[src/common/cpf_defines.svh]
// Constants for the channel protection and fault logic: register map,
// field positions, reset values and timing figures.
// Assumes inclusion by bare name from design files only.
`ifndef CPF_DEFINES_SVH
`define CPF_DEFINES_SVH
// Register word indexes on the plain register port
`define CPF_A_OUT 4'h0
`define CPF_A_FUSE0 4'h1
`define CPF_A_FUSE1 4'h2
`define CPF_A_OC0 4'h3
`define CPF_A_OC1 4'h4
`define CPF_A_DIAG0 4'h5
`define CPF_A_DIAG1 4'h6
`define CPF_A_STAT0 4'h7
`define CPF_A_STAT1 4'h8
`define CPF_A_TEMP 4'h9
`define CPF_A_CUR 4'hA
// Fuse curve fields
`define CPF_F_NOM 9:0
`define CPF_F_CLDN 11:10
`define CPF_F_ODLY 15:12
`define CPF_F_TRIP 31:16
// Overcurrent fields
`define CPF_F_LTYPE 1:0
`define CPF_F_INLEN 3:2
`define CPF_F_RATE 7:4
`define CPF_F_INTHR 17:8
`define CPF_F_OCTHR 27:18
// Diagnostic fields
`define CPF_B_OLON 0
`define CPF_B_GAIN 1
`define CPF_B_OLOFF 2
`define CPF_F_PUSTR 4:3
`define CPF_B_OLMASK 5
// Temperature limit fields
`define CPF_F_TABS 9:0
`define CPF_F_TREL 19:10
`define CPF_F_THYS 29:20
// Reset values
`define CPF_RST_FUSE 32'hFFFF_0000
`define CPF_RST_OC 28'h0FF_FF00
`define CPF_RST_TEMP 30'h0A32_83FF
// Timing: one protection tick, in microseconds and clock cycles
`define CPF_CLK_NS 20
`define CPF_TICK_US 1000
`define CPF_TICK_CYC (`CPF_TICK_US * 1000 / `CPF_CLK_NS)
// Periods in ticks
`define CPF_RETRY_TICKS 16'h000A
`define CPF_CLDN_1 16'h0032
`define CPF_CLDN_2 16'h00C8
`define CPF_CLDN_3 16'h03E8
`define CPF_INRUSH_UNIT 16'h0002
// Current code below which the low sense ratio may engage
`define CPF_LOWCUR_CODE 10'h028
`endif

[src/common/cpf_pkg.sv]
// Types shared by the channel protection and fault logic.
// Assumes nothing beyond a SystemVerilog compiler.
package cpf_pkg;
  typedef enum logic [2:0] {CPF_OFF, CPF_INRUSH, CPF_RUN, CPF_WAIT, CPF_LATCH} cpf_chan_state_t;
  typedef struct packed {
    logic [1:0] out_en;
    logic [1:0][31:0] fuse_cfg;
    logic [1:0][27:0] oc_cfg;
    logic [1:0][5:0] diag_cfg;
    logic [29:0] temp_cfg;
    logic [1:0][4:0] sticky;
    cpf_chan_state_t [1:0] st;
    logic [1:0][15:0] tmr;
    logic [1:0][3:0] ovr_cnt;
    logic [1:0] absolute_temp_limit;
    logic [1:0] relative_temp_limit;
    logic [1:0] rise;
    logic [1:0] oc_cause;
    logic [1:0] fuse_cause;
    logic [1:0] ratio_low;
    logic [1:0] unlatch;
    logic [1:0] fault;
    logic [19:0] tick_cnt;
    logic tick;
    logic [31:0] rdata;
  } cpf_state_t;
  typedef struct packed {
    logic [23:0] acc;
  } cpf_acc_t;
  typedef struct packed {
    logic [1:0] ff;
  } cpf_sync_t;
endpackage

[src/hdl/cpf_rst_sync.sv]
// Reset release synchroniser for the protection block.
// Assumes an active-low asynchronous reset and one system clock.
`timescale 1ns/10ps
`default_nettype none
module cpf_rst_sync
  import cpf_pkg::*;
(
  input wire logic i_clk_sys,
  input wire logic i_rst_n,
  output logic o_rst_n
);
  cpf_sync_t s_reg;
  cpf_sync_t s_next;

  // Shift a one in; only the second stage leaves the module
  always_comb begin
    s_next.ff = {s_reg.ff[0], 1'b1};
  end

  always_ff @(posedge i_clk_sys or negedge i_rst_n) begin
    if (!i_rst_n) begin
      s_reg <= '0;
    end else begin
      s_reg <= s_next;
    end
  end

  assign o_rst_n = s_reg.ff[1];
endmodule
`default_nettype wire

[src/hdl/cpf_fuse_acc.sv]
// Current-squared-over-time accumulator for one channel.
// Assumes a one-cycle tick pulse and a synchronous current code.
`timescale 1ns/10ps
`default_nettype none
module cpf_fuse_acc
  import cpf_pkg::*;
(
  input wire logic i_clk_sys,
  input wire logic i_rst_n,
  input wire logic i_tick,
  input wire logic [9:0] i_cur,
  input wire logic [9:0] i_nom,
  output logic [23:0] o_acc
);
  cpf_acc_t a_reg;
  cpf_acc_t a_next;

  // Heat above nominal, cool below; never grows at or below nominal
  always_comb begin
    logic [19:0] cc;
    logic [19:0] nn;
    logic [24:0] sum;
    cc = 20'(i_cur * i_cur);
    nn = 20'(i_nom * i_nom);
    sum = 25'h000_0000;
    a_next = a_reg;
    if (i_tick) begin
      if (i_cur > i_nom) begin
        sum = {1'b0, a_reg.acc} + {5'h00, cc - nn};
        // Saturate rather than wrap, a wrap would forget the heat
        a_next.acc = sum[24] ? 24'hFF_FFFF : sum[23:0];
      end else if (a_reg.acc > {4'h0, nn - cc}) begin
        a_next.acc = a_reg.acc - {4'h0, nn - cc};
      end else begin
        a_next.acc = 24'h00_0000;
      end
    end
  end

  always_ff @(posedge i_clk_sys or negedge i_rst_n) begin
    if (!i_rst_n) begin
      a_reg <= '0;
    end else begin
      a_reg <= a_next;
    end
  end

  assign o_acc = a_reg.acc;
endmodule
`default_nettype wire

[src/hdl/cpf_prot_core.sv]
// Two-channel protection core: fuse curve, thermal, overcurrent, retry,
// fault pin, reverse battery and diagnostic steering, with register port.
// Assumes measured codes and comparator levels synchronous to i_clk_sys.
// Summary of operation
// - No fuse shutdown while current below nominal
// - Accumulate current squared, trip above energy
// - Overrange current shuts down after delay
// - Fuse cool-down then retry; 00 latches
// - Thermal absolute or relative limit turns off
// - Absolute clears by hysteresis, relative after retry
// - Capacitive load limits current during inrush
// - Resistive load trips on inrush threshold
// - After inrush, trip at overcurrent threshold
// - Overcurrent retry keeps fault until output risen
// - Short to ground keeps fault indefinitely
// - Reverse battery forces both channels on
// - Low sense ratio engages only under 100 mA
// - Sense gain bit multiplies sense by eight
// - Off-state output above threshold raises fault
// - Off-state open load sets status bit
// - Off-state pull-up strength from configuration
// - Held off until retry done, faults clear
// - Off-state fault follows live comparator
//
// The implementer's own choices: the address map and the address-and-strobe port.
`timescale 1ns/10ps
`default_nettype none
`include "cpf_defines.svh"
module cpf_prot_core
  import cpf_pkg::*;
#(
  parameter int TICK_CYC = `CPF_TICK_CYC
) (
  input wire logic i_clk_sys,
  input wire logic i_rst_n,
  input wire logic [3:0] i_addr,
  input wire logic [31:0] i_wdata,
  input wire logic i_wr,
  input wire logic i_rd,
  output logic [31:0] o_rdata,
  input wire logic [1:0][9:0] i_cur_code,
  input wire logic [1:0] i_cur_overrange,
  input wire logic [1:0][9:0] i_temp_fet,
  input wire logic [9:0] i_temp_ctrl,
  input wire logic [1:0] i_vout_risen,
  input wire logic [1:0] i_vout_above_ol,
  input wire logic i_rev_batt,
  output logic [1:0] o_fet_on,
  output logic [1:0] o_cur_limit_en,
  output logic [1:0][3:0] o_charge_rate,
  output logic [1:0] o_sense_ratio_low,
  output logic [1:0] o_sense_gain8,
  output logic [1:0] o_pullup_en,
  output logic [1:0][1:0] o_pullup_str,
  output logic o_fault_pin_o,
  output logic o_fault_pin_oe
);
  // ****************************************************************
  // Functions
  // ****************************************************************
  function automatic logic is_on(input cpf_chan_state_t s);
    is_on = (s == CPF_INRUSH) || (s == CPF_RUN);
  endfunction

  function automatic logic [15:0] cooldown_ticks(input logic [1:0] sel);
    unique case (sel)
      2'h1: cooldown_ticks = `CPF_CLDN_1;
      2'h2: cooldown_ticks = `CPF_CLDN_2;
      default: cooldown_ticks = `CPF_CLDN_3;
    endcase
  endfunction

  function automatic logic [15:0] inrush_ticks(input logic [1:0] sel);
    inrush_ticks = 16'({14'h0000, sel} + 16'h0001) * `CPF_INRUSH_UNIT;
  endfunction

  // ****************************************************************
  // Reset, state and accumulators
  // ****************************************************************
  logic rst_n;
  cpf_state_t r_reg;
  cpf_state_t r_next;
  logic [1:0][23:0] acc;

  cpf_rst_sync u_rst (
    .i_clk_sys(i_clk_sys),
    .i_rst_n(i_rst_n),
    .o_rst_n(rst_n)
  );

  // One accumulator per channel so a fault stays local
  for (genvar g = 0; g < 2; g++) begin : g_acc
    cpf_fuse_acc u_acc (
      .i_clk_sys(i_clk_sys),
      .i_rst_n(rst_n),
      .i_tick(r_reg.tick),
      .i_cur(i_cur_code[g]),
      .i_nom(r_reg.fuse_cfg[g][`CPF_F_NOM]),
      .o_acc(acc[g])
    );
  end

  // ****************************************************************
  // Next-state logic
  // ****************************************************************
  always_comb begin
    logic on_now;
    logic f_trip;
    logic o_trip;
    logic c_trip;
    logic abs_set;
    logic rel_set;
    logic ol_live;
    logic [15:0] wait_len;
    on_now = 1'b0;
    f_trip = 1'b0;
    o_trip = 1'b0;
    c_trip = 1'b0;
    abs_set = 1'b0;
    rel_set = 1'b0;
    ol_live = 1'b0;
    wait_len = 16'h0000;
    r_next = r_reg;
    // Protection time base
    r_next.tick = (r_reg.tick_cnt == 20'(TICK_CYC - 1));
    r_next.tick_cnt = r_next.tick ? 20'h0_0000 : r_reg.tick_cnt + 20'h0_0001;

    // Register writes; status bits are write-one-to-clear
    if (i_wr) begin
      unique case (i_addr)
        `CPF_A_OUT: begin
          r_next.out_en = i_wdata[1:0];
          r_next.unlatch = r_reg.unlatch | i_wdata[1:0];
        end
        `CPF_A_FUSE0: r_next.fuse_cfg[0] = i_wdata;
        `CPF_A_FUSE1: r_next.fuse_cfg[1] = i_wdata;
        `CPF_A_OC0: r_next.oc_cfg[0] = i_wdata[27:0];
        `CPF_A_OC1: r_next.oc_cfg[1] = i_wdata[27:0];
        `CPF_A_DIAG0: r_next.diag_cfg[0] = i_wdata[5:0];
        `CPF_A_DIAG1: r_next.diag_cfg[1] = i_wdata[5:0];
        `CPF_A_STAT0: r_next.sticky[0] = r_reg.sticky[0] & ~i_wdata[4:0];
        `CPF_A_STAT1: r_next.sticky[1] = r_reg.sticky[1] & ~i_wdata[4:0];
        `CPF_A_TEMP: r_next.temp_cfg = i_wdata[29:0];
        default: r_next.out_en = r_reg.out_en;
      endcase
    end

    // Register reads; data stand only in the cycle after the strobe
    r_next.rdata = 32'h0000_0000;
    if (i_rd) begin
      unique case (i_addr)
        `CPF_A_OUT: r_next.rdata = {30'h0000_0000, r_reg.out_en};
        `CPF_A_FUSE0: r_next.rdata = r_reg.fuse_cfg[0];
        `CPF_A_FUSE1: r_next.rdata = r_reg.fuse_cfg[1];
        `CPF_A_OC0: r_next.rdata = {4'h0, r_reg.oc_cfg[0]};
        `CPF_A_OC1: r_next.rdata = {4'h0, r_reg.oc_cfg[1]};
        `CPF_A_DIAG0: r_next.rdata = {26'h000_0000, r_reg.diag_cfg[0]};
        `CPF_A_DIAG1: r_next.rdata = {26'h000_0000, r_reg.diag_cfg[1]};
        `CPF_A_STAT0: r_next.rdata = {21'h00_0000, r_reg.st[0], r_reg.rise[0],
                                      r_reg.relative_temp_limit[0], r_reg.absolute_temp_limit[0], r_reg.sticky[0]};
        `CPF_A_STAT1: r_next.rdata = {21'h00_0000, r_reg.st[1], r_reg.rise[1],
                                      r_reg.relative_temp_limit[1], r_reg.absolute_temp_limit[1], r_reg.sticky[1]};
        `CPF_A_TEMP: r_next.rdata = {2'h0, r_reg.temp_cfg};
        `CPF_A_CUR: r_next.rdata = {6'h00, i_cur_code[1], 6'h00, i_cur_code[0]};
        default: r_next.rdata = 32'h0000_0000;
      endcase
    end

    // Each channel runs its own copy of the protection machine
    for (int c = 0; c < 2; c++) begin
      on_now = is_on(r_reg.st[c]);
      wait_len = r_reg.fuse_cause[c] ?
                 cooldown_ticks(r_reg.fuse_cfg[c][`CPF_F_CLDN]) : `CPF_RETRY_TICKS;
      // Thermal detection on absolute and relative limits
      abs_set = i_temp_fet[c] > r_reg.temp_cfg[`CPF_F_TABS];
      rel_set = (i_temp_fet[c] > i_temp_ctrl) &&
                ((i_temp_fet[c] - i_temp_ctrl) > r_reg.temp_cfg[`CPF_F_TREL]);
      // Trip only above nominal, so a load under it never melts
      f_trip = on_now && (acc[c][23:8] > r_reg.fuse_cfg[c][`CPF_F_TRIP]) &&
               (i_cur_code[c] > r_reg.fuse_cfg[c][`CPF_F_NOM]);
      // Overrange delay counted in ticks while the current stays out of range
      o_trip = on_now && i_cur_overrange[c] &&
               (r_reg.ovr_cnt[c] >= r_reg.fuse_cfg[c][`CPF_F_ODLY]);
      if (on_now && i_cur_overrange[c]) begin
        if (r_reg.tick && (r_reg.ovr_cnt[c] != 4'hF)) begin
          r_next.ovr_cnt[c] = r_reg.ovr_cnt[c] + 4'h1;
        end
      end else begin
        r_next.ovr_cnt[c] = 4'h0;
      end
      // Resistive inrush trips on its own limit, then the normal threshold
      c_trip = ((r_reg.st[c] == CPF_INRUSH) && (r_reg.oc_cfg[c][`CPF_F_LTYPE] == 2'h0) &&
                (i_cur_code[c] > r_reg.oc_cfg[c][`CPF_F_INTHR])) ||
               ((r_reg.st[c] == CPF_RUN) &&
                (i_cur_code[c] >= r_reg.oc_cfg[c][`CPF_F_OCTHR]));
      // Low ratio engages only while the load is small
      r_next.ratio_low[c] = r_reg.diag_cfg[c][`CPF_B_OLON] &&
                            (r_reg.ratio_low[c] || (i_cur_code[c] < `CPF_LOWCUR_CODE));
      // Fault held after an overcurrent retry until output has risen, without limit
      if (i_vout_risen[c]) begin
        r_next.rise[c] = 1'b0;
      end

      unique case (r_reg.st[c])
        CPF_OFF: begin
          r_next.unlatch[c] = 1'b0;
          if (r_reg.out_en[c] && !r_reg.absolute_temp_limit[c] && !r_reg.relative_temp_limit[c]) begin
            r_next.st[c] = CPF_INRUSH;
            r_next.tmr[c] = 16'h0000;
          end
        end
        CPF_INRUSH, CPF_RUN: begin
          if (!r_reg.out_en[c]) begin
            r_next.st[c] = CPF_OFF;
            r_next.rise[c] = 1'b0;
          end else if (abs_set || rel_set || f_trip || o_trip || c_trip) begin
            r_next.sticky[c] = r_next.sticky[c] |
                               {1'b0, c_trip, abs_set | rel_set, o_trip, f_trip};
            r_next.oc_cause[c] = c_trip;
            r_next.fuse_cause[c] = f_trip || o_trip;
            r_next.tmr[c] = 16'h0000;
            r_next.unlatch[c] = 1'b0;
            // Cool-down code 00 holds the channel until the host enables it
            if ((f_trip || o_trip) && (r_reg.fuse_cfg[c][`CPF_F_CLDN] == 2'h0)) begin
              r_next.st[c] = CPF_LATCH;
            end else begin
              r_next.st[c] = CPF_WAIT;
            end
          end else if (r_reg.st[c] == CPF_INRUSH) begin
            if (r_reg.tmr[c] >= inrush_ticks(r_reg.oc_cfg[c][`CPF_F_INLEN])) begin
              r_next.st[c] = CPF_RUN;
            end else if (r_reg.tick) begin
              r_next.tmr[c] = r_reg.tmr[c] + 16'h0001;
            end
          end
        end
        CPF_WAIT: begin
          // Off until the period ends and no thermal fault is left
          if (r_reg.tmr[c] >= wait_len) begin
            r_next.relative_temp_limit[c] = 1'b0;
            if (!r_reg.absolute_temp_limit[c]) begin
              r_next.st[c] = r_reg.out_en[c] ? CPF_INRUSH : CPF_OFF;
              r_next.rise[c] = r_reg.out_en[c] && r_reg.oc_cause[c];
              r_next.tmr[c] = 16'h0000;
            end
          end else if (r_reg.tick) begin
            r_next.tmr[c] = r_reg.tmr[c] + 16'h0001;
          end
        end
        CPF_LATCH: begin
          if (r_reg.unlatch[c] && !r_reg.absolute_temp_limit[c] && !r_reg.relative_temp_limit[c]) begin
            r_next.st[c] = CPF_INRUSH;
            r_next.tmr[c] = 16'h0000;
            r_next.unlatch[c] = 1'b0;
          end
        end
        default: r_next.st[c] = CPF_OFF;
      endcase

      // Thermal flags; a new detection wins over the retry clear
      if (abs_set) begin
        r_next.absolute_temp_limit[c] = 1'b1;
      end else if (({1'b0, i_temp_fet[c]} + {1'b0, r_reg.temp_cfg[`CPF_F_THYS]}) <=
                   {1'b0, r_reg.temp_cfg[`CPF_F_TABS]}) begin
        r_next.absolute_temp_limit[c] = 1'b0;
      end
      if (rel_set) begin
        r_next.relative_temp_limit[c] = 1'b1;
      end

      // Off-state open load follows the comparator live
      ol_live = !on_now && !i_rev_batt && r_reg.diag_cfg[c][`CPF_B_OLOFF] &&
                i_vout_above_ol[c];
      if (ol_live) begin
        r_next.sticky[c][4] = 1'b1;
      end
      r_next.fault[c] = (r_next.st[c] == CPF_WAIT) || (r_next.st[c] == CPF_LATCH) ||
                        r_next.rise[c] ||
                        (ol_live && !r_reg.diag_cfg[c][`CPF_B_OLMASK]);
    end
  end

  always_ff @(posedge i_clk_sys or negedge rst_n) begin
    if (!rst_n) begin
      r_reg <= '0;
      r_reg.fuse_cfg <= {2{`CPF_RST_FUSE}};
      r_reg.oc_cfg <= {2{`CPF_RST_OC}};
      r_reg.temp_cfg <= `CPF_RST_TEMP;
    end else begin
      r_reg <= r_next;
    end
  end

  // ****************************************************************
  // Outputs
  // ****************************************************************
  // Reverse battery turns the FETs on whatever the host asked
  assign o_fet_on = {is_on(r_reg.st[1]), is_on(r_reg.st[0])} | {2{i_rev_batt}};
  // Capacitive loads are current limited at the charge rate in inrush
  assign o_cur_limit_en[0] = (r_reg.st[0] == CPF_INRUSH) &&
                             (r_reg.oc_cfg[0][`CPF_F_LTYPE] != 2'h0);
  assign o_cur_limit_en[1] = (r_reg.st[1] == CPF_INRUSH) &&
                             (r_reg.oc_cfg[1][`CPF_F_LTYPE] != 2'h0);
  assign o_charge_rate = {r_reg.oc_cfg[1][`CPF_F_RATE], r_reg.oc_cfg[0][`CPF_F_RATE]};
  assign o_sense_ratio_low = r_reg.ratio_low;
  // Sense gain of eight for low current resolution
  assign o_sense_gain8 = {r_reg.diag_cfg[1][`CPF_B_GAIN], r_reg.diag_cfg[0][`CPF_B_GAIN]};
  // Pull-up only while off with detection on
  assign o_pullup_en[0] = !o_fet_on[0] && r_reg.diag_cfg[0][`CPF_B_OLOFF];
  assign o_pullup_en[1] = !o_fet_on[1] && r_reg.diag_cfg[1][`CPF_B_OLOFF];
  assign o_pullup_str = {r_reg.diag_cfg[1][`CPF_F_PUSTR], r_reg.diag_cfg[0][`CPF_F_PUSTR]};
  // Open-drain fault pin: pulls low while any channel is faulted
  assign o_fault_pin_o = 1'b0;
  assign o_fault_pin_oe = |r_reg.fault;
  assign o_rdata = r_reg.rdata;
endmodule
`default_nettype wire

[config.mk]
export PLATFORM = sky130hd
export DESIGN_NAME = cpf_prot_core
export DESIGN_NICKNAME = d
export VERILOG_FILES = /design/src/common/cpf_pkg.sv /design/src/hdl/cpf_rst_sync.sv /design/src/hdl/cpf_fuse_acc.sv /design/src/hdl/cpf_prot_core.sv
export VERILOG_INCLUDE_DIRS = /design/src /design/src/common
export SDC_FILE = /design/constraint.sdc
export NUM_CORES = 2
export LEC_CHECK = 0
export BUFFER_PORTS_ARGS = -buffer_cell sky130_fd_sc_hd__buf_4
export CAP_MARGIN = 15
export CORE_MARGIN = 2
export CORE_UTILIZATION = 45
export CTS_BUF_LIST = sky130_fd_sc_hd__clkbuf_4 sky130_fd_sc_hd__clkbuf_8 sky130_fd_sc_hd__clkbuf_16
export CTS_CLUSTER_SIZE = 25
export DETAILED_ROUTE_END_ITERATION = 10
export MAX_ROUTING_LAYER = met4
export PLACE_DENSITY_LB_ADDON = 0.25
export SETUP_SLACK_MARGIN = 0.4
export SLEW_MARGIN = 20
export SYNTH_ARGS = -nofsm -noshare
export SYNTH_HDL_FRONTEND = slang
export SYNTH_SLANG_ARGS = --single-unit
[constraint.sdc]
create_clock -name i_clk_sys -period 9.62 [get_ports i_clk_sys]
set_input_delay 1.443 -clock i_clk_sys [delete_from_list [all_inputs] [get_ports i_clk_sys]]
set_output_delay 1.443 -clock i_clk_sys [all_outputs]
set_load 0.01 [all_outputs]
==> summary.md <==
| Metric | Value |
|---|---|
| Status | finished clean |
| CP max stage delay | 0.57 ns |
| Io pins | 153 |
| Register area | 8600 um^2 |
| Area Overhead vs Synth | 11.6% |
| Register area share after synthesis | 21.4% |
| Final wirelength | 122000 um |
| Critical path arrival | 9.39 ns |
| Initial antenna violation count | 17 |
| Root Driver | clkbuf_16 |
| Syn Area/Cell | 8.87 um^2 |
| Placeable core area | 88400 um^2 |
| Synth cell types | 110 |
| R2R setup slack | 0.77 ns |
| Cells after Synth | 4517 |
| Critical path's slowest cell | or4_1 |
| Hold Violations, Final | 0 |
| Synth area leaders | ha_1 18%, dfrtp_1 16%, fa_1 10%, inv_1 5.5%, dfstp_2 5.2% |
| CTS tree | done |
| Cells after DPL | 5789 |
| Top_reg_cell synth | dfrtp_1 |
| Fillers | 8370 |
| Pre-antenna DRT Iters | 6 |
| First-pass GRT wire length | 191000 um |
| Period minus WS final | 8.90 ns |
| # hold bufs at CTS | 0 |
| Die H | 302 um |
| F_max | 112 MHz |
| Post-Syn Area | 40100 um^2 |
| Post-synth top area cell | ha_1 |
| DRC violations left | 0 |
| Routed Antenna Nets | 0 |
| Layout cell share with drive strength beyond 1 | 16.1% |
| FFs w/ async S/R, synth | 100% |
| Worst-Skew Late Latency | 0.61 ns |
| Non-filler cells, final | 5888 |
| Largest net degree at the start of global routing | 68 |
| Critical path class | in -> reg |
| Crit path max fanout | 20 |
| Final setup vio count | 0 |
| Worst-Margin Slew | 1.06 ns |
| Startpoint types | input port |
| Vias | 33.7k |
| Vias in the first global route | 33.2k |
| Final #Nets | 5562 |
| WL/cell | 20.7 um |
| Number of max-cap violations | 0 |
| Period utilisation layout | 92.5% |
| Area fraction of the dominant cell type after synthesis | 18.2% |
| HPWL after detailed placement | 97900 um |
| RSZ-0062 raised after global routing | false |
| Initial core utilization | 45.3% |
| Sinks on Clock Net | 339 |
| Number of I/O port buffers | 151 |
| GP Congestion | 0.969 |
| Setup TNS | 0 ns |
| Drt initial violations | 2512 |
| Commonest non-fill, non-tap cell in the layout | inv_1 |
| Vias per std cell | 5.72 |
| Die Span X | 302 um |
| Post-synth EDFFs | 0 |
| Kind of end point of the critical path | flip-flop |
| FF-to-FF Start | r_reg[258]$_DFFE_PN0P_ |
| H-tree depth | 2 |
| Row count | 109 |
| Max Buffers Root-to-Sink | 3 |
| Synth Register Bits | 339 |
| Max FFs per register | 241 |
| RR Endpoint | g_acc[1].u_acc.o_acc[20]$_DFFE_PN0P_ |
| Fin Clk Skew | 0.0390 ns |
| GRT overflow | 0 |
| Most frequent cell on the critical path | fa_1 |
| Total track usage | 27.5% |
| Hold Slack | 0.356 ns |
| Reg2reg path depth | 31 |
| Commonest cells after routing, fill and taps aside | 582 x inv_1, 575 x ha_1, 302 x buf_4 |
| Syn_nets | 5399 |
| Slew headroom | 28.5% |
| TritonCTS buffer count | 42 |
| WP data required | 10.11 ns |
| Slew Viols, Final | 0 |
| Die area | 91400 um^2 |
| Clk pin slew, worst setup/hold paths | 0.06 ns |
| Critical path launch point | i_cur_code[11] |
| Hold WC Path Type | reg -> async |
| Area of the multi-input gates | 28700 um^2 |
| Post-layout util | 50.6% |
| Yosys warns | 0 |
-- cells by family after synthesis --
group           Yosys count  share of synthesized area, %
compound gates         1040                          17.8
xor+xnor                257                          5.62
fa+ha+maj               787                          28.4
buf+inv                 774                          7.80
flops                   339                          21.4
mux                     182                          5.09
other cells               2                        0.0187
simple gates           1136                          13.9
-- cells in the mapped netlist, types with 51 or more instances --
| master | instances |
|---|---|
| a21o_1 | 136 |
| a21oi_1 | 245 |
| a22oi_1 | 66 |
| a31oi_1 | 60 |
| and2_1 | 56 |
| buf_4 | 51 |
| clkbuf_1 | 107 |
| dfrtp_1 | 259 |
| dfstp_2 | 80 |
| fa_1 | 202 |
| ha_1 | 583 |
| inv_1 | 584 |
| mux2_2 | 174 |
| nand2_1 | 294 |
| nand2b_1 | 53 |
| nand3_1 | 76 |
| nand4_1 | 64 |
| nor2_1 | 306 |
| nor2b_1 | 66 |
| nor3_1 | 68 |
| o21a_1 | 57 |
| o21ai_0 | 123 |
| o21ai_1 | 53 |
| xnor2_1 | 178 |
| xor2_1 | 79 |
-- worst max-delay path by stage --
stage / endpoint / slack [ns]
CTS: g_acc[1].u_acc.o_acc[4]$_DFFE_PN0P_ / 0.52
detailed placement: g_acc[1].u_acc.o_acc[4]$_DFFE_PN0P_ / -0.07
global placement: g_acc[0].u_acc.o_acc[23]$_DFFE_PN0P_ / 0.08
finish: g_acc[1].u_acc.o_acc[20]$_DFFE_PN0P_ / 0.72
global route: g_acc[0].u_acc.o_acc[23]$_DFFE_PN0P_ / 0.38
floorplan: g_acc[1].u_acc.o_acc[20]$_DFFE_PN0P_ / 0.42
-- repair_timing --
action	in CTS	in global routing
endpoints found under the setup margin	0	46
gates resized for setup	0	62
setup buffers	0	12
-- critical path: cells and delay by family --
family	cells	cell delay (ns)
compound gates	11	2.48
xor+xnor	2	0.43
fa+ha+maj	8	3.21
buf+inv	7	0.80
simple gates	5	1.02
-- final cells by class --
class,count,share of cell area [%]
Inverter,588,4.93
Clock inverter,13,0.420
Tap cell,1165,3.26
Clock buffer,63,2.84
Timing Repair Buffer,305,5.20
Sequential cell,339,19.2
Antenna cell,11,0.0615
Multi-Input combinational cell,3404,64.1
-- through the flow --
stage	worst slack, ns	instance area [um^2]
floorplan	0.419	40100
global placement	0.0753	42900
detailed placement	-0.0692	42900
CTS	0.517	44300
global route	0.376	44700
finish	0.718	44700
-- metal layers --
layer / global-route usage, % / vias up / share of wire (%)
met1: 37.4 / 16500 / 45
met3: 4.04 / 177 / 6.9
met4: 8.49 / 0 / 3.3
met5: - / - / 0
li1: - / 16000 / -
met2: 42.4 / 996 / 45
Power is left out: the tool's default activity adds up to more than one toggle a clock period on the data nets, which glitch-free logic cannot reach.
